### config.mk
export PLATFORM = sky130hd
export DESIGN_NAME = xcvr_reset_cdr_lock_control
export DESIGN_NICKNAME = d
export VERILOG_FILES = /design/src/xcvr_rst_pkg.sv /design/src/xcvr_reset_cdr_lock_control.sv /design/src/xcvr_sync2.sv /design/src/xcvr_lock_ctrl.sv
export SDC_FILE = /design/constraint.sdc
export NUM_CORES = 1
export LEC_CHECK = 0
export BUFFER_PORTS_ARGS = -buffer_cell sky130_fd_sc_hd__buf_4
export CORE_UTILIZATION = 52
export DETAILED_ROUTE_END_ITERATION = 16
export HOLD_SLACK_MARGIN = 0.08
export PLACE_DENSITY = 0.86
export SYNTH_ARGS = -nofsm -noshare
export SYNTH_HDL_FRONTEND = slang
export SYNTH_SLANG_ARGS = --single-unit
### constraint.sdc
create_clock -name clk_i -period 4.7 [get_ports clk_i]
set_clock_uncertainty 0.05 [all_clocks]
set_input_delay 0.94 -clock clk_i [delete_from_list [all_inputs] [get_ports clk_i]]
set_output_delay 0.94 -clock clk_i [all_outputs]
set_load 0.05 [all_outputs]
### src/xcvr_rst_pkg.sv
// Shared constants and types for the transceiver reset and lock-mode controller.
// Assumes a single 25 MHz system clock and a classic Wishbone register bus.
`default_nettype none

package xcvr_rst_pkg;

	localparam int MAX_CH = 8;
	localparam int BUS_W = 32;

	// Register byte addresses.
	localparam logic [3:0] ADDR_CTRL = 4'h0;
	localparam logic [3:0] ADDR_STATUS = 4'h4;
	localparam logic [3:0] ADDR_BOND = 4'h8;

	// Status and bond register field positions.
	localparam int STAT_FREQ_LSB = 0;
	localparam int STAT_MANUAL_LSB = 8;
	localparam int STAT_RXRST_LSB = 16;
	localparam int STAT_TXRST_LSB = 24;
	localparam int BOND_PD_BIT = 8;

	// Functional mode field, software visible.
	typedef enum logic [2:0] {
		MODE_BASIC = 3'h0,
		MODE_BASIC_X2 = 3'h1,
		MODE_BASIC_X4 = 3'h2,
		MODE_XAUI = 3'h3,
		MODE_PCIE = 3'h4
	} func_mode_t;

	// Control register layout: bits 2:0 mode, bit 3 tx_only, bit 4 group reset.
	typedef struct packed {
		logic group_rst;
		logic tx_only;
		func_mode_t mode;
	} ctrl_t;

	localparam int CTRL_W = $bits(ctrl_t);
	localparam ctrl_t CTRL_RESET = '{group_rst: 1'b0, tx_only: 1'b0, mode: MODE_BASIC};

	typedef enum logic [1:0] {
		LM_AUTO = 2'h0,
		LM_MANUAL_REF = 2'h1,
		LM_MANUAL_DATA = 2'h2
	} lock_mode_t;

	typedef enum logic {
		CDR_LOCK_REF,
		CDR_LOCK_DATA
	} cdr_state_t;

	// Data-lock wins over reference-lock; both low leave the CDR automatic.
	function automatic lock_mode_t lock_decode(input logic ref_lock, input logic data_lock);
		if (data_lock) begin
			return LM_MANUAL_DATA;
		end else if (ref_lock) begin
			return LM_MANUAL_REF;
		end
		return LM_AUTO;
	endfunction

	// Channels that form the bonded group in each mode.
	function automatic logic [MAX_CH-1:0] bond_mask(input func_mode_t mode);
		unique case (mode)
			MODE_BASIC_X2: return 8'h03;
			MODE_BASIC_X4, MODE_XAUI, MODE_PCIE: return 8'h0f;
			default: return 8'h00;
		endcase
	endfunction

endpackage

`default_nettype wire

### src/xcvr_reset_cdr_lock_control.sv
// Transceiver block reset, power-down and CDR lock-mode controller.
// Assumes fabric reset pins are asynchronous levels and a classic Wishbone master.
//
// The register addresses and register access over Wishbone were left to the implementer.
`timescale 1ns/1ps
`default_nettype none

module xcvr_reset_cdr_lock_control #(
	parameter int NCH = 4
) (
	// Clock and reset.
	input wire logic clk_i,
	input wire logic rst_i,
	// Wishbone slave.
	input wire logic wb_cyc_i,
	input wire logic wb_stb_i,
	input wire logic wb_we_i,
	input wire logic [3:0] wb_adr_i,
	input wire logic [3:0] wb_sel_i,
	input wire logic [31:0] wb_dat_i,
	output logic [31:0] wb_dat_o,
	output logic wb_ack_o,
	// Fabric reset and lock controls.
	input wire logic [NCH-1:0] chan_rst_i,
	input wire logic powerdown_i,
	input wire logic [NCH-1:0] ref_lock_i,
	input wire logic [NCH-1:0] data_lock_i,
	// CDR frequency detector.
	input wire logic [NCH-1:0] ppm_ok_i,
	// Channel controls and status.
	output logic [NCH-1:0] rx_rst_o,
	output logic [NCH-1:0] tx_rst_o,
	output logic powerdown_o,
	output logic [NCH-1:0] ref_lock_state_o,
	output logic [NCH-1:0] freq_locked_o
);

	localparam int SW = 4 * NCH + 1;

	xcvr_rst_pkg::ctrl_t ctrl_reg;
	logic [NCH-1:0] bonded_reg;
	logic [NCH-1:0] manual;
	logic [NCH-1:0] req_sync;
	logic [NCH-1:0] ref_sync;
	logic [NCH-1:0] data_sync;
	logic [NCH-1:0] ppm_sync;
	logic pd_sync;
	logic [NCH-1:0] bond_next;
	logic group_req;
	logic [NCH-1:0] rx_rst_next;
	logic [NCH-1:0] tx_rst_next;
	logic tx_only_ok;
	logic pcie;
	logic access;
	logic [31:0] rd_data;
	logic [xcvr_rst_pkg::MAX_CH-1:0] mask_full;
	logic ctrl_wr;
	logic [xcvr_rst_pkg::CTRL_W-1:0] wr_field;

	// All fabric-side levels cross into the clock domain together.
	xcvr_sync2 #(
		.W(SW)
	) u_sync (
		.clk_i(clk_i),
		.rst_i(rst_i),
		.d_i({powerdown_i, ppm_ok_i, data_lock_i, ref_lock_i, chan_rst_i}),
		.q_o({pd_sync, ppm_sync, data_sync, ref_sync, req_sync})
	);

	assign pcie = (ctrl_reg.mode == xcvr_rst_pkg::MODE_PCIE);
	// Transmit-only is refused where the receivers must stay bonded.
	assign tx_only_ok = ctrl_reg.tx_only && !pcie && (ctrl_reg.mode != xcvr_rst_pkg::MODE_XAUI);

	always_comb begin
		mask_full = xcvr_rst_pkg::bond_mask(ctrl_reg.mode);
		bond_next = mask_full[NCH-1:0];
		group_req = ctrl_reg.group_rst || (|(req_sync & bonded_reg));
		tx_rst_next = req_sync | (bonded_reg & {NCH{group_req}}) | {NCH{pd_sync}};
		rx_rst_next = tx_rst_next | {NCH{tx_only_ok}};
	end

	// The bonded mask follows the mode one edge after a control write.
	always_ff @(posedge clk_i) begin
		if (rst_i) begin
			bonded_reg <= '0;
		end else begin
			bonded_reg <= bond_next;
		end
	end

	// Channel resets stay high through reset so no lane starts before software is ready.
	always_ff @(posedge clk_i) begin
		if (rst_i) begin
			rx_rst_o <= '1;
		end else begin
			rx_rst_o <= rx_rst_next;
		end
	end

	always_ff @(posedge clk_i) begin
		if (rst_i) begin
			tx_rst_o <= '1;
		end else begin
			tx_rst_o <= tx_rst_next;
		end
	end

	always_ff @(posedge clk_i) begin
		if (rst_i) begin
			powerdown_o <= 1'b1;
		end else begin
			powerdown_o <= pd_sync;
		end
	end

	genvar c;
	generate
		for (c = 0; c < NCH; c++) begin : g_ch
			xcvr_lock_ctrl u_lock (
				.clk_i(clk_i),
				.rst_i(rst_i),
				.rx_rst_i(rx_rst_o[c]),
				.auto_only_i(pcie),
				.ref_lock_i(ref_sync[c]),
				.data_lock_i(data_sync[c]),
				.ppm_ok_i(ppm_sync[c]),
				.ref_lock_state_o(ref_lock_state_o[c]),
				.freq_locked_o(freq_locked_o[c]),
				.manual_o(manual[c])
			);
		end
	endgenerate

	// Bus slave answers one cycle after each request and drops ack the next cycle.
	assign access = wb_cyc_i && wb_stb_i && !wb_ack_o;
	// Only byte lane 0 carries the control fields.
	assign ctrl_wr = access && wb_we_i && wb_sel_i[0] && (wb_adr_i == xcvr_rst_pkg::ADDR_CTRL);
	assign wr_field = wb_dat_i[xcvr_rst_pkg::CTRL_W-1:0];

	always_comb begin
		rd_data = '0;
		unique case (wb_adr_i)
			xcvr_rst_pkg::ADDR_CTRL: rd_data[xcvr_rst_pkg::CTRL_W-1:0] = ctrl_reg;
			xcvr_rst_pkg::ADDR_STATUS: begin
				rd_data[xcvr_rst_pkg::STAT_FREQ_LSB +: NCH] = freq_locked_o;
				rd_data[xcvr_rst_pkg::STAT_MANUAL_LSB +: NCH] = manual;
				rd_data[xcvr_rst_pkg::STAT_RXRST_LSB +: NCH] = rx_rst_o;
				rd_data[xcvr_rst_pkg::STAT_TXRST_LSB +: NCH] = tx_rst_o;
			end
			xcvr_rst_pkg::ADDR_BOND: begin
				rd_data[NCH-1:0] = bonded_reg;
				rd_data[xcvr_rst_pkg::BOND_PD_BIT] = powerdown_o;
			end
			default: rd_data = '0;
		endcase
	end

	always_ff @(posedge clk_i) begin
		if (rst_i) begin
			wb_ack_o <= 1'b0;
		end else begin
			wb_ack_o <= access;
		end
	end

	// Read data holds between reads so a slow master can still pick it up.
	always_ff @(posedge clk_i) begin
		if (rst_i) begin
			wb_dat_o <= '0;
		end else if (access && !wb_we_i) begin
			wb_dat_o <= rd_data;
		end
	end

	always_ff @(posedge clk_i) begin
		if (rst_i) begin
			ctrl_reg <= xcvr_rst_pkg::CTRL_RESET;
		end else if (ctrl_wr) begin
			ctrl_reg <= xcvr_rst_pkg::ctrl_t'(wr_field);
		end
	end
endmodule // xcvr_reset_cdr_lock_control

`default_nettype wire

### src/xcvr_sync2.sv
// Two-flop synchroniser for a vector of independent levels.
// Assumes each bit is a slow level from outside the clock domain.
`timescale 1ns/1ps
`default_nettype none

module xcvr_sync2 #(
	parameter int W = 1
) (
	// Clock and reset.
	input wire logic clk_i,
	input wire logic rst_i,
	// Levels.
	input wire logic [W-1:0] d_i,
	output logic [W-1:0] q_o
);

	logic [W-1:0] meta_reg;

	always_ff @(posedge clk_i) begin
		if (rst_i) begin
			meta_reg <= '0;
			q_o <= '0;
		end else begin
			meta_reg <= d_i;
			q_o <= meta_reg;
		end
	end

endmodule // xcvr_sync2

`default_nettype wire

### src/xcvr_lock_ctrl.sv
// Per-channel CDR lock controller and frequency-lock status.
// Assumes synchronised inputs on the system clock.
`timescale 1ns/1ps
`default_nettype none

module xcvr_lock_ctrl (
	// Clock and reset.
	input wire logic clk_i,
	input wire logic rst_i,
	// Controls.
	input wire logic rx_rst_i,
	input wire logic auto_only_i,
	input wire logic ref_lock_i,
	input wire logic data_lock_i,
	input wire logic ppm_ok_i,
	// Status.
	output logic ref_lock_state_o,
	output logic freq_locked_o,
	output logic manual_o
);

	xcvr_rst_pkg::lock_mode_t mode;
	xcvr_rst_pkg::cdr_state_t state_reg;
	xcvr_rst_pkg::cdr_state_t state_next;

	always_comb begin
		mode = xcvr_rst_pkg::lock_decode(ref_lock_i, data_lock_i);
		if (auto_only_i) begin
			mode = xcvr_rst_pkg::LM_AUTO;
		end
		state_next = state_reg;
		if (rx_rst_i) begin
			state_next = xcvr_rst_pkg::CDR_LOCK_REF;
		end else begin
			unique case (mode)
				xcvr_rst_pkg::LM_MANUAL_REF: state_next = xcvr_rst_pkg::CDR_LOCK_REF;
				xcvr_rst_pkg::LM_MANUAL_DATA: state_next = xcvr_rst_pkg::CDR_LOCK_DATA;
				default: state_next = ppm_ok_i ? xcvr_rst_pkg::CDR_LOCK_DATA
					: xcvr_rst_pkg::CDR_LOCK_REF;
			endcase
		end
	end

	always_ff @(posedge clk_i) begin
		if (rst_i) begin
			state_reg <= xcvr_rst_pkg::CDR_LOCK_REF;
			ref_lock_state_o <= 1'b1;
			freq_locked_o <= 1'b0;
			manual_o <= 1'b0;
		end else begin
			state_reg <= state_next;
			ref_lock_state_o <= (state_next == xcvr_rst_pkg::CDR_LOCK_REF);
			freq_locked_o <= (state_next == xcvr_rst_pkg::CDR_LOCK_DATA);
			manual_o <= (mode != xcvr_rst_pkg::LM_AUTO);
		end
	end
endmodule // xcvr_lock_ctrl

`default_nettype wire

== Word level (Yosys, flattened, before mapping) ==
Index checks and enable logic that the tools add are counted.

* Input port bits: 62
* Register bits: 82
* Output and inout bits: 50

* Muxes and demuxes: 43
* Equal/unequal tests: 15
* Reductions and logical operators: 19
* Bitwise logic cells: 9

{| class="wikitable"
|+ Operators by type and width
! operator !! number
|-
| 2-bit two-way mux || 16
|-
| 1-bit two-way mux || 17
|-
| 4-bit bitwise OR || 3
|-
| 4-bit one-hot mux with 3 select lines || 1
|-
| 1-bit one-hot mux with 2 select lines || 5
|-
| 4-bit bitwise AND || 2
|-
| 2-bit by 1-bit equality test with 1-bit output (second input constant) || 4
|-
| 2-bit equality test (second input constant) || 4
|-
| 1-bit logical AND || 8
|-
| 4-bit two-way mux || 2
|-
| 4-bit one-hot mux with 2 select lines || 1
|-
| 2-bit nonzero test || 4
|-
| 3-bit by 2-bit equality test with 1-bit output (second input constant) || 2
|-
| 4-bit by 3-bit equality test with 1-bit output (second input constant) || 1
|-
| 4-bit equality test (second input constant) || 1
|-
| 4-bit zero test || 1
|-
| 1-bit NOT || 4
|-
| 4-bit OR reduction || 1
|-
| 3-bit by 1-bit equality test with 1-bit output (second input constant) || 1
|-
| 3-bit equality test (second input constant) || 1
|-
| 1-bit zero test || 3
|-
| 3-bit two-way mux || 1
|-
| 3-bit by 2-bit inequality test with 1-bit output (second input constant) || 1
|-
| 3-bit OR reduction || 1
|-
| 1-bit logical OR || 1
|}

== Longest topological paths before layout ==
Gate-level depths: netlist of the first run.

* Depth after elaboration: 8
* Depth in mapped cells: 8
* Gate-level depth less buffers: 7

== By module ==
Synthesis of the first run repeated with hierarchy kept, for this count alone.

* Cell total of the unflattened synthesis: 276
* Area, all modules: 2950.3 µm²

{| class="wikitable"
|+ By module, submodules not included
! module !! cells an instance !! times used !! area an instance (µm²)
|-
| xcvr_reset_cdr_lock_control || 161 || 1 || 1497.7
|-
| xcvr_sync2 || 71 || 1 || 937.1
|-
| xcvr_lock_ctrl || 11 || 4 || 128.9
|}

== Least setup slack after synthesis of the first run ==
Ideal clock, no wire load.

* Path kind: input port to flip-flop
* From: input port wb_adr_i[2]
* To: register ctrl_reg[0] (netlist bit)
* Setup time: 0.132 ns
* Setup slack: 2.648 ns
* Arrival: 1.870 ns
* Stages on the path: 4
* Data required time: 4.518 ns
* Buffers on the path: 1
* Cells stage by stage: or4_1 -> buf_2 -> o31ai_1 -> a21oi_1

* Cells in the longest elaborated chain, start to end: 2

{| class="wikitable"
|+ RTL lines
! element !! line !! RTL
|-
| start, declared || xcvr_reset_cdr_lock_control.sv:18 || <nowiki>input wire logic [3:0] wb_adr_i,</nowiki>
|-
| 4-bit zero test || xcvr_reset_cdr_lock_control.sv:137 || <nowiki>assign ctrl_wr = access && wb_we_i && wb_sel_i[0] && (wb_adr_i == xcvr_rst_pkg::ADDR_CTRL);</nowiki>
|-
| 1-bit logical AND || xcvr_reset_cdr_lock_control.sv:137 ||
|-
| end signal, assigned || xcvr_reset_cdr_lock_control.sv:177 || <nowiki>ctrl_reg <= xcvr_rst_pkg::CTRL_RESET;</nowiki>
|-
| end signal, assigned || xcvr_reset_cdr_lock_control.sv:179 || <nowiki>ctrl_reg <= xcvr_rst_pkg::ctrl_t'(wr_field);</nowiki>
|-
| end, declared || xcvr_reset_cdr_lock_control.sv:40 || <nowiki>xcvr_rst_pkg::ctrl_t ctrl_reg;</nowiki>
|}

Every way passes these cells.
A chain may end at the register's enable or synchronous reset.

== Worst setup path after layout of the first run ==
* From: register ctrl_reg[2] (netlist bit)
* To: register g_ch[0].u_lock.ref_lock_state_o

* Cells in the longest elaborated chain, start to end: 6
* Elaborated cells between the ends (all ways): 7
* Classes of those cells: eq/ne (3); mux (3); bitwise (1)

{| class="wikitable"
|+ RTL lines
! element !! line !! RTL
|-
| 3-bit equality test (*) || xcvr_reset_cdr_lock_control.sv:70 || <nowiki>assign pcie = (ctrl_reg.mode == xcvr_rst_pkg::MODE_PCIE);</nowiki>
|-
| 2-bit two-way mux (*) || xcvr_lock_ctrl.sv:28 || <nowiki>if (auto_only_i) begin</nowiki>
|-
| 2-bit equality test / 2-bit by 1-bit equality test with 1-bit output (equally long branches) || xcvr_lock_ctrl.sv:35 || <nowiki>unique case (mode)</nowiki>
|-
| 1-bit one-hot mux with 2 select lines (*) || xcvr_lock_ctrl.sv:35 ||
|-
| 1-bit two-way mux (*) || xcvr_lock_ctrl.sv:32 || <nowiki>if (rx_rst_i) begin</nowiki>
|-
| 1-bit NOT (*) || xcvr_lock_ctrl.sv:52 || <nowiki>ref_lock_state_o <= (state_next == xcvr_rst_pkg::CDR_LOCK_REF);</nowiki>
|-
| end signal, assigned || xcvr_lock_ctrl.sv:52 ||
|-
| end, declared || xcvr_lock_ctrl.sv:17 || <nowiki>output logic ref_lock_state_o,</nowiki>
|}

Mark *: on every way between the ends. The rest lies on a longest branch, timed or not.

==> reports/results.txt, run 1 <==
The flow ran to the end, and the final reports show no timing, DRC or antenna violations. The worst slew margin relative to its limit is 55.3%. Category of the most critical setup path: reg -> reg. Dividing total power by cell area gives a power density of 364 nW/um^2. For the total negative slack for setup checks, the log shows 0 ns. The number of instances in the synthesized netlist was 295. Buffers inserted to repair hold after CTS numbered 0.

Of the cells placed in the final design, the portion with a size suffix greater than 1 is 25.2%. After synthesis, the largest family of logic cells by area is simple AND/OR/NAND/NOR gates. The post-synthesis to final-layout area growth came out at 19.6%.

The worst setup path is launched from a flip-flop. STA classifies the critical path endpoint as a flip-flop. STA puts the critical path data arrival time at 2.27 ns. The portion of synthesized area spent on multiplexers is 2.10%. The routed design could run at a clock period as short as 2.10 ns. The routed layout has 2124 vias. The post-cts sizing count is 0. In this run the deepest clock path goes through 2 buffers. The logs give 53.7% for the sequential area share after synthesis and 6050 sq um for the area of the die. CTS saw 80 sinks. The clock network latency to the later pin of the worst-skew pair was 0.35 ns.

Placeable core region: 5510 sq um. The simple-gate share of the synthesized area works out to 21.7%. In this run the mean area of a mapped cell was 10.1 sq um. The run gives 425 as the post-route non-filler standard cell count. Input and output buffers added on the ports amount to 66. Across every metal layer, demand over resource in global routing totals 18.4%. Final count of pins violating max slew: 0.

The first global-routing pass estimated 8290 microns of wire. The routed wire length is 5270 microns. The HPWL reported at the end of detailed placement was 3740 microns; the fraction of registers with async set/reset was 0%.

Counting flops with a built-in enable in the synthesized netlist gives 0. The ratio of final minimum period to clock period is 44.6%. In this run the worst hold path is classified as reg -> reg. Along the worst path, the maximum fanout reaches 11. VDD sags by at most 0.196 mV.

Row generation in the floorplan step produced 27 rows. The die extent in x came out at 77.8 microns. The hold violation count in the final report is 0.

In the synthesized netlist the dominant register cell turns out to be sky130_fd_sc_hd__dfxtp_1. The DRC violation count after routing came out at 0. The post-synthesis compound-gate area fraction is 9.22%.

The placer's final routability congestion estimate is 0.860, and the total instance count after detailed placement is 409. Entering global routing, the biggest net connects 67 pins. The clock transition at the registers of the reported paths is 0.07 ns, and the count of warnings emitted by yosys is 0. Leakage power figure: 1.52 nW. The number of I/O pins is 112, and the post-route antenna net violation count is 0.

For the maximum operating frequency, the log shows 477 MHz. Area of the mapped netlist: 2980 sq um. The number of setup buffers added after CTS is 0.

The tools report the number of global-route vias before repair as 1855. At the pin with the least slew margin, the transition time is 0.666 ns. The logs give 0 for the number of antenna repair diodes and 0 for the total of endpoints with negative setup slack in the final report. The number of H-tree levels came out at 3. Synthesis instantiated 40 different standard cells from the library. First-pass iteration count of the detailed router: 4. The run gives 0 as the max-capacitance violation count. The floorplan step set the die height to 77.8 microns.

Setup repair after global routing left no endpoint under its margin. After the last flow step, the layout net total stands at 418. After synthesis the netlist holds a flip-flop and latch count of 80. At the worst endpoint, the required time is 4.87 ns. The effective utilization at floorplan is 54.2%, and the detailed router's first-iteration violation count is 126. In this run, CTS created clock tree buffers numbering 9.

After detailed routing, the average wire length per cell comes to 12.4 microns. The initial antenna violation count is 0. The tree is rooted in a sky130_fd_sc_hd__clkbuf_8. The detailed-route vias per instance was 5.00.

After Yosys synthesis, full adders, half adders and majority gates account for 3.35% of the synthesized area. TritonCTS built the clock tree. For this run the aggregate overflow at the end of global routing stands at 0. The xor/xnor share of the synthesized area came out at 0%.
## cell usage in the layout, fill, tap and decap left out, types with 4 or more instances in the layout
cell / count
sky130_fd_sc_hd__nand2_1: 18
sky130_fd_sc_hd__or3_1: 4
sky130_fd_sc_hd__nor2_1: 8
sky130_fd_sc_hd__buf_4: 68
sky130_fd_sc_hd__nand3b_1: 14
sky130_fd_sc_hd__mux2i_1: 4
sky130_fd_sc_hd__dfxtp_1: 80
sky130_fd_sc_hd__conb_1: 15
sky130_fd_sc_hd__o2bb2ai_1: 4
sky130_fd_sc_hd__nor2b_1: 35
sky130_fd_sc_hd__ha_1: 8
sky130_fd_sc_hd__inv_1: 9
sky130_fd_sc_hd__o31ai_1: 7
sky130_fd_sc_hd__nand4_1: 5
sky130_fd_sc_hd__a21oi_1: 19
sky130_fd_sc_hd__nand3_1: 13
sky130_fd_sc_hd__clkbuf_8: 11
## cells in the mapped netlist, types with 3 or more instances
| cell | count | area share (%) |
|---|---|---|
| sky130_fd_sc_hd__dfxtp_1 | 80 | 54 |
| sky130_fd_sc_hd__nor2b_1 | 35 | 7.3 |
| sky130_fd_sc_hd__buf_4 | 28 | 7.0 |
| sky130_fd_sc_hd__a21oi_1 | 19 | 3.2 |
| sky130_fd_sc_hd__nand2_1 | 18 | 2.3 |
| sky130_fd_sc_hd__nand3b_1 | 14 | 3.5 |
| sky130_fd_sc_hd__nand3_1 | 13 | 2.2 |
| sky130_fd_sc_hd__inv_1 | 9 | 1.1 |
| sky130_fd_sc_hd__ha_1 | 8 | 3.4 |
| sky130_fd_sc_hd__nor2_1 | 8 | 1.0 |
| sky130_fd_sc_hd__clkbuf_1 | 7 | 0.88 |
| sky130_fd_sc_hd__o31ai_1 | 7 | 1.8 |
| sky130_fd_sc_hd__nand4_1 | 5 | 1.0 |
| sky130_fd_sc_hd__mux2i_1 | 4 | 1.3 |
| sky130_fd_sc_hd__o2bb2ai_1 | 4 | 1.2 |
| sky130_fd_sc_hd__or3_1 | 4 | 0.84 |
| sky130_fd_sc_hd__buf_2 | 3 | 0.50 |
## critical path, cell delays in order, from the launching register on
cell and delay, ns:
sky130_fd_sc_hd__dfxtp_1 0.41, sky130_fd_sc_hd__or3b_2 0.60, sky130_fd_sc_hd__nand3b_1 0.18, sky130_fd_sc_hd__ha_1 0.25
sky130_fd_sc_hd__mux2i_1 0.14, sky130_fd_sc_hd__or3_1 0.34
## logic make-up (layout without fill, tap and decap cells)
group | Yosys count | count (layout)
muxes | 6 | 6
other | 1 | 15
DFF | 80 | 80
AOI/OAI and AO/OA | 41 | 41
and+or+nand+nor | 110 | 110
buffers and inverters | 49 | 93
adders and majority gates | 8 | 8
## cell type report
type                            instances  area [sq um]
Fill cell                             448          1940
Sequential cell                        80          1600
Multi-Input combinational cell        180          1150
Timing Repair Buffer                   68           510
Clock buffer                           12           155
Tap cell                               72          90.1
Inverter                                9          33.8
Clock inverter                          4          28.8
## power by group
part	internal, mW	switching [mW]	leakage [nW]
Clock	0.220	0.230	0.0886
Combinational	0.0462	0.0905	0.772
Sequential	0.701	0.0104	0.656
Total	0.967	0.331	1.52
## per-layer routing
metal,up-vias,share of wire (%),GRT usage (%)
met3,13,8.1,7.88
li1,1071,-,-
met4,0,2.5,10.4
met1,951,44,21.4
met5,-,0,0
met2,89,46,28.4
## path summary, 6_finish.rpt
check / start / endpoint / slack (ns) / depth (start not counted)
worst min-delay path: u_sync.meta_reg[9] / u_sync.q_o[9] / 0.39 / 1
worst min register to register: u_sync.meta_reg[9] / u_sync.q_o[9] / 0.39 / 1
worst max-delay path: ctrl_reg[2] / g_ch[0].u_lock.ref_lock_state_o / 2.60 / 5
worst max register to register: ctrl_reg[2] / g_ch[0].u_lock.ref_lock_state_o / 2.60 / 5
## per-stage QoR
| stage | hold WS (ns) | setup slack, ns | utilization (%) | power, mW | area, sq um |
|---|---|---|---|---|---|
| global placement | 0.371 | 2.41 | 61.5 | 0.861 | 3380 |
| finish | 0.389 | 2.60 | 64.8 | 1.30 | 3570 |
| floorplan | 0.364 | 2.65 | - | 0.834 | 3040 |
| global route | 0.403 | 2.53 | 64.8 | 1.36 | 3570 |
| detailed placement | 0.374 | 2.40 | 61.5 | 0.864 | 3380 |
| CTS | 0.390 | 2.61 | 64.8 | 1.31 | 3570 |
Note: power is estimated with default switching activity, not from simulation.
==> run 2, diff against run 1 <==
Settings changed: ABC_AREA set to 1, CORE_UTILIZATION 52 to 49, PLACE_DENSITY 0.86 to 0.81.
Clock period 4.7 ns to 2.07 ns, I/O delays scaled along.
==> run 2 against run 1 <==
  * Via count is 12% higher
  * Count of clock-buffer cells in the layout is 1 lower
  * Worst setup slack worse by 2.3 ns
  * Critical endpoint is now g_ch[3].u_lock.freq_locked_o
==> reports/results.txt, run 2 <==
For the sequential area share after synthesis, the log shows 50.0% (was 53.7%). The run gives 512 (was 409) as the total instance count after detailed placement. For the setup slack after placement, the log shows 0.158 ns (was 2.40 ns).

The dominant cell by count in the synthesized netlist was sky130_fd_sc_hd__dfxtp_1 (unchanged). Biggest area consumer among synthesized cells: sky130_fd_sc_hd__dfxtp_1 (unchanged). The required time reported for the critical path endpoint came out at 2.25 ns (was 4.87 ns). The tools report the worst setup margin as 0.268 ns (was 2.60 ns).

The logs give 0.465 mV (was 0.196 mV) for the maximum resistive drop on vdd and 0 (unchanged) for the hold violation count in the final report. The tools report the clock network latency to the later pin of the worst-skew pair as 0.34 ns (was 0.35 ns). The tools report the number of H-tree levels as 3 (unchanged). The HPWL reported at the end of detailed placement is 4170 microns (was 3740 microns). The total of buffers placed on input and output ports is 66 (unchanged), and the count of fill cells added during filler insertion is 591 (was 448).

The logs give 0 (unchanged) for the post-cts sizing count and 2256 (was 1855) for the number of global-route vias before repair. The number of synthesized register bits came out at 80 (unchanged). The commonest non-fill, non-tap cell in the layout was sky130_fd_sc_hd__dfxtp_1 (unchanged). The category of the most critical setup path is reg -> reg (unchanged). The total number of placement rows is 29 (was 27). The final layout net count came out at 516 (was 418). The run gives 0.229 ns (was 0.389 ns) as the worst hold slack.

Setup repair after global routing left no endpoint under its margin. The run gives 0 (unchanged) as the number of antenna repair diodes. The tools report the maximum operating frequency as 555 MHz (was 477 MHz).

The total of endpoints with negative setup slack in the final report is 0 (unchanged). Die span in y: 82.9 microns (was 77.8 microns). The tools report the endpoint class of the critical path as a flip-flop (unchanged). The clock transition at the registers of the reported paths is 0.07 ns (about the same), and the post-route non-filler standard cell count is 527 (was 425). The commonest register cell after synthesis is sky130_fd_sc_hd__dfxtp_1 (unchanged). The die extent in x works out to 82.9 microns (was 77.8 microns). The flow ran to the end, and the final reports show no timing, DRC or antenna violations. The fraction of registers with async set/reset was 0% (unchanged); the initial antenna violation count was 0 (unchanged). The area fraction of the dominant cell type after synthesis is 50.0% (was 53.7%), and the total clock sinks is 80 (unchanged). The final count of pins violating max slew was 0 (unchanged). The power density of the placed cells is 840 nW/um^2 (was 364 nW/um^2), and the final total power is 3.18 mW (was 1.30 mW).

The post-route antenna net violation count was 0 (unchanged); the count of warnings emitted by yosys was 0 (unchanged). The total CTS buffers came out at 9 (unchanged). The post-route minimum period was 1.80 ns (was 2.10 ns); the area of the mapped netlist was 3210 sq um (was 2980 sq um). The effective utilization at floorplan was 50.5% (was 54.2%).

The first-pass iteration count of the detailed router was 4 (unchanged); the ratio of final minimum period to clock period was 87.0% (was 44.6%). The area of the die was 6870 sq um (was 6050 sq um); the pin count of the biggest net entering global routing was 36 (was 67). Global-route total usage across every layer: 17.0% (was 18.4%). The cell area after layout was 3780 sq um (was 3570 sq um).

The share of cells above drive strength 1 is 24.7% (was 25.2%), and the post-synthesis to final-layout area growth is 18.1% (was 19.6%). The arrival time reported for the critical path endpoint came out at 1.98 ns (was 2.27 ns). Root buffer cell: sky130_fd_sc_hd__clkbuf_8 (unchanged). Cell types with the highest counts after synthesis: 80 x sky130_fd_sc_hd__dfxtp_1, 70 x sky130_fd_sc_hd__inv_1, 65 x sky130_fd_sc_hd__nor2_1 (was 80 x sky130_fd_sc_hd__dfxtp_1, 35 x sky130_fd_sc_hd__nor2b_1, 28 x sky130_fd_sc_hd__buf_4). For the distinct cell type count after synthesis, the log shows 25 (was 40).

The tools report the post-route core utilization as 59.6% (was 64.8%). TritonCTS built the clock tree. The post-detailed-route wirelength per cell came out at 10.3 microns (was 12.4 microns). For the buffer count from post-CTS setup fixing, the log shows 0 (unchanged). The count of vias placed by the detailed router is 2372 (was 2124), and the number of I/O pins is 112 (unchanged). The routed wire length is 5440 microns (was 5270 microns), and the number of flops mapped to enable cells by yosys is 0 (unchanged). Highest-count cells in the layout ignoring fill and taps: 80 x sky130_fd_sc_hd__dfxtp_1, 70 x sky130_fd_sc_hd__inv_1, 69 x sky130_fd_sc_hd__buf_4 (was 80 x sky130_fd_sc_hd__dfxtp_1, 68 x sky130_fd_sc_hd__buf_4, 35 x sky130_fd_sc_hd__nor2b_1). The logs give 112 (was 126) for the detailed router's first-iteration violation count and 0 ns (unchanged) for the total negative slack for setup checks. The maximum fanout along the worst path is 8 (was 11). The type of the tightest min-delay check was in -> reg (was reg -> reg). The run gives 9470 microns (was 8290 microns) as the wire length of the first global-routing pass. The tools report the hold buffer count at cts as 0 (unchanged). Synth top area cells: sky130_fd_sc_hd__dfxtp_1 50%, sky130_fd_sc_hd__inv_1 8.2%, sky130_fd_sc_hd__nor2_1 7.6% (was sky130_fd_sc_hd__dfxtp_1 54%, sky130_fd_sc_hd__nor2b_1 7.3%, sky130_fd_sc_hd__buf_4 7.0%).

For the number of instances in the synthesized netlist, the log shows 393 (was 295). The placeable core region was 6350 sq um (was 5510 sq um). The placer's final routability congestion estimate was 0.855 (was 0.860); the total grt overflow was 0 (unchanged).

Kind of start point of the critical path: a flip-flop (unchanged). The leakage power figure is 1.85 nW (was 1.52 nW), and the detailed-route vias per instance is 4.50 (was 5.00). For the DRC violation count after routing, the log shows 0 (unchanged). The average size of a mapped cell came out at 8.16 sq um (was 10.1 sq um). The tools report the total cell area at the placement stage as 3580 sq um (was 3380 sq um). The max-capacitance violation count is 0 (unchanged). The maximum clock insertion buffer count is 2 (unchanged).
[run 2: final cells by class]
cell class | count | area (sq um) | area share, %
flip-flops and latches | 80 | 1600 | 42.3
well taps | 77 | 96.3 | 2.55
repair buffers | 69 | 518 | 13.7
multi-input cells | 213 | 1090 | 28.9
clock buffers | 11 | 131 | 3.47
inverters | 73 | 274 | 7.24
clock inverters | 4 | 70.1 | 1.85
[run 2: logic make-up (layout without fill, tap and decap cells)]
family,after synthesis,in the layout,share of synthesized area (%)
and+or+nand+nor,164,164,24.9
buffers and inverters,114,157,17.6
DFF,80,80,50.0
AOI/OAI and AO/OA,26,26,4.29
adders and majority gates,8,8,3.12
other,1,15,0.117
[run 2: worst paths after layout]
| kind | from | end | slack, ns | cells after the start |
|---|---|---|---|---|
| worst min register to register | u_sync.meta_reg[0] | u_sync.q_o[0] | 0.35 | 2 |
| worst max register to register | ctrl_reg[1] | g_ch[3].u_lock.freq_locked_o | 0.27 | 9 |
| worst min-delay path | ref_lock_i[2] | u_sync.meta_reg[6] | 0.23 | 3 |
| worst max-delay path | ctrl_reg[1] | g_ch[3].u_lock.freq_locked_o | 0.27 | 9 |
[run 2: power by group]
part	leakage, nW	switching (mW)	internal, mW
logic	1.09	0.271	0.119
registers	0.657	0.0259	1.60
clock network	0.103	0.496	0.670
total	1.85	0.793	2.39
[run 2: metal layers]
metal  GRT usage, %  vias to the layer above  wire length, microns
met3           3.88                       10                   337
li1               -                     1252                     -
met2           29.1                       64                  2630
met1           19.6                     1046                  2350
met5              0                        -                     0
met4           9.25                        0                   111
[run 2: critical path, stage by stage, from the launching register on]
cell and delay [ns]:
sky130_fd_sc_hd__dfxtp_1 0.41, sky130_fd_sc_hd__nor2_1 0.07, sky130_fd_sc_hd__nand2_2 0.14, sky130_fd_sc_hd__inv_1 0.11, sky130_fd_sc_hd__nor2_1 0.14, sky130_fd_sc_hd__inv_1 0.06
sky130_fd_sc_hd__ha_1 0.28, sky130_fd_sc_hd__or2_2 0.28, sky130_fd_sc_hd__nand4_1 0.12, sky130_fd_sc_hd__inv_1 0.05
==> run 3, diff against run 2 <==
Settings changed: ABC_AREA 1 to not set, CORE_UTILIZATION 49 to 48, PLACE_DENSITY 0.81 to 0.78.
==> run 3 against run 2 <==
  * Worst setup slack worse by 0.19 ns
  * Sequential share of layout area grew 2.0 points
  * Via count is 11% lower
  * Clock power fell by 7%
  * Critical path depth is 4 lower
  * Die area is 4.9% lower
  * Wire length fell by 1.7%
  * Maximum frequency fell by 9.7%
  * Sequential cell count stayed put
  * Final cell count decreased by 18%
==> reports/results.txt, run 3 (same netlist as run 1, synthesis figures left out) <==
The count of vias placed by the detailed router is 2111 (was 2372). The logs give 0.838 (was 0.855) for the placer's final routability congestion estimate and 0 (unchanged) for the number of antenna repair diodes. The count of fill cells added during filler insertion is 507 (was 591).

At the pin with the least slew margin, the transition time is 0.623 ns. Root buffer cell: sky130_fd_sc_hd__clkbuf_8 (unchanged). The die span in y was 80.8 microns (was 82.9 microns). For the internal cell power, the log shows 2.25 mW (was 2.39 mW). The post-synthesis to final-layout area growth works out to 21.2% (was 18.1%). The logs give 3430 sq um (was 3580 sq um) for the total cell area at the placement stage and 50.1% (was 50.5%) for the effective utilization at floorplan. The tools report the number of I/O pins as 112 (unchanged). The maximum clock insertion buffer count is 2 (unchanged), and the maximum operating frequency is 501 MHz (was 555 MHz). The flow ran to the end, and the final reports show no timing, DRC or antenna violations. The post-route minimum period is 2.00 ns (was 1.80 ns). The run gives 28 (was 29) as the total number of placement rows. Highest-count cells in the layout ignoring fill and taps: 80 x sky130_fd_sc_hd__dfxtp_1, 73 x sky130_fd_sc_hd__buf_4, 35 x sky130_fd_sc_hd__nor2b_1 (was 80 x sky130_fd_sc_hd__dfxtp_1, 70 x sky130_fd_sc_hd__inv_1, 69 x sky130_fd_sc_hd__buf_4). The post-detailed-route wirelength per cell was 12.4 microns (was 10.3 microns).

Number of cells traversed by the worst hold path: 2 (was 3). The worst-case reg-to-reg path depth was 5 (was 9); the HPWL reported at the end of detailed placement was 3910 microns (was 4170 microns). The first-pass iteration count of the detailed router is 4 (unchanged), and the wire length of the first global-routing pass is 8340 microns (was 9470 microns). The logs give 0 (unchanged) for the buffer count from post-CTS setup fixing and 10.4% (was 12.3%) for the combinational power share. The share of cells above drive strength 1 is 26.3% (was 24.7%), and the total CTS buffers is 9 (unchanged). The hold violation count in the final report was 0 (unchanged); the clock network power share was 36.2% (was 36.7%).

The clock network latency to the later pin of the worst-skew pair came out at 0.35 ns (was 0.34 ns). TritonCTS built the clock tree. The total grt overflow is 0 (unchanged). Endpoint class of the critical path: a flip-flop (unchanged). For the maximum resistive drop on vdd, the log shows 0.430 mV (was 0.465 mV). The power density of the placed cells works out to 835 nW/um^2 (was 840 nW/um^2). The type of the tightest min-delay check was in -> reg (unchanged). The delay of the slowest cell on the worst path came out at 0.60 ns (was 0.41 ns).

The max-capacitance violation count is 0 (unchanged). Category of the most critical setup path: reg -> reg (unchanged). The die extent in x is 80.8 microns (was 82.9 microns).

The logs give 1.55 nW (was 1.85 nW) for the leakage power figure and 80 (unchanged) for the total clock sinks. The worst slew margin relative to its limit is 58.0%. Detailed router's first-iteration violation count: 100 (was 112). The final count of pins violating max slew came out at 0 (unchanged). Hold buffer count at cts: 0 (unchanged). The total of endpoints with negative setup slack in the final report was 0 (unchanged); the ratio of final minimum period to clock period was 96.4% (was 87.0%). The post-cts sizing count is 0 (unchanged). The tools report the final layout net count as 423 (was 516). The register share of total power was 53.4% (was 51.1%); the DRC violation count after routing was 0 (unchanged).

The routed wire length was 5340 microns (was 5440 microns); the global-route total usage across every layer was 17.2% (was 17.0%). The number of H-tree levels is 3 (unchanged), and the arrival time reported for the critical path endpoint is 2.17 ns (was 1.98 ns). The initial antenna violation count came out at 0 (unchanged). The post-route antenna net violation count was 0 (unchanged); the required time reported for the critical path endpoint was 2.25 ns (about the same). The run gives 3620 sq um (was 3780 sq um) as the cell area after layout. Setup repair after global routing left no endpoint under its margin. The area of the die was 6540 sq um (was 6870 sq um); the total negative slack for setup checks was 0 ns (unchanged).

The switching fraction of total power came out at 25.4% (was 24.9%). The cell at the slowest stage of the critical path is sky130_fd_sc_hd__or3b_2 (was sky130_fd_sc_hd__dfxtp_1). The power spent charging and discharging nets was 0.768 mW (was 0.793 mW). Kind of start point of the critical path: a flip-flop (unchanged).

The maximum fanout along the worst path works out to 11 (was 8). Commonest non-fill, non-tap cell in the layout: sky130_fd_sc_hd__dfxtp_1 (unchanged). Chain of cells forming the critical path: or3b_2 > nand3b_1 > ha_1 > mux2i_1 > or3_1 (was nor2_1 > nand2_2 > inv_1 > nor2_1 > inv_1 > ha_1 > or2_2 > nand4_1 > inv_1).

The total of buffers placed on input and output ports came out at 66 (unchanged). The detailed-route vias per instance was 4.89 (was 4.50); the number of global-route vias before repair was 1810 (was 2256). The clock transition at the registers of the reported paths is 0.08 ns (was 0.07 ns). The run gives 5960 sq um (was 6350 sq um) as the placeable core region. The pin count of the biggest net entering global routing came out at 40 (was 36).
## run 3: area by class of cell
class	count	area, sq um	area share, %
Tap cell	75	93.8	2.59
Clock inverter	6	67.6	1.87
Timing Repair Buffer	73	548	15.2
Inverter	9	33.8	0.934
Multi-Input combinational cell	180	1150	31.8
Clock buffer	9	124	3.42
Sequential cell	80	1600	44.3
## run 3: final timing paths
path	startpoint	to	slack, ns
max	ctrl_reg[0]	g_ch[2].u_lock.ref_lock_state_o	0.07
min	ppm_ok_i[0]	u_sync.meta_reg[12]	0.22
max reg2reg	ctrl_reg[0]	g_ch[2].u_lock.ref_lock_state_o	0.07
min reg2reg	u_sync.meta_reg[7]	u_sync.q_o[7]	0.39
## run 3: power by group through the flow
stage / Clock (mW) / Combinational, mW / Sequential, mW
floorplan: 0 / 0.221 / 1.67
global placement: 0 / 0.310 / 1.65
detailed placement: 0 / 0.315 / 1.65
CTS: 1.12 / 0.316 / 1.61
global route: 1.19 / 0.338 / 1.62
finish: 1.09 / 0.315 / 1.61
## run 3: per-stage QoR
step           utilization, %  hold slack, ns  setup WS (ns)  std cells  power (mW)
6_report                 60.7           0.225         0.0746        432        3.02
5_1_grt                  60.7           0.214        0.00609        432        3.14
4_1_cts                  60.7           0.214         0.0593        432        3.05
3_5_place_dp             57.5           0.373         0.0924        417        1.96
3_3_place_gp             57.5           0.371          0.101        417        1.96
2_1_floorplan               -           0.364          0.101        309        1.89
## run 3: routing by layer
layer  part of all wire [%]  vias up  global-route usage [%]
met5                      0        -                       0
met1                     45      938                    21.4
met2                     46       82                    26.4
li1                       -     1080                       -
met4                    2.3        0                    10.0
met3                    6.8       11                    5.06
## run 3: critical path: cells and delay by family (launching register included)
family / cells / cell delay [ns]
adders and majority gates: 1 / 0.26
DFF: 1 / 0.31
muxes: 1 / 0.14
and+or+nand+nor: 3 / 1.12
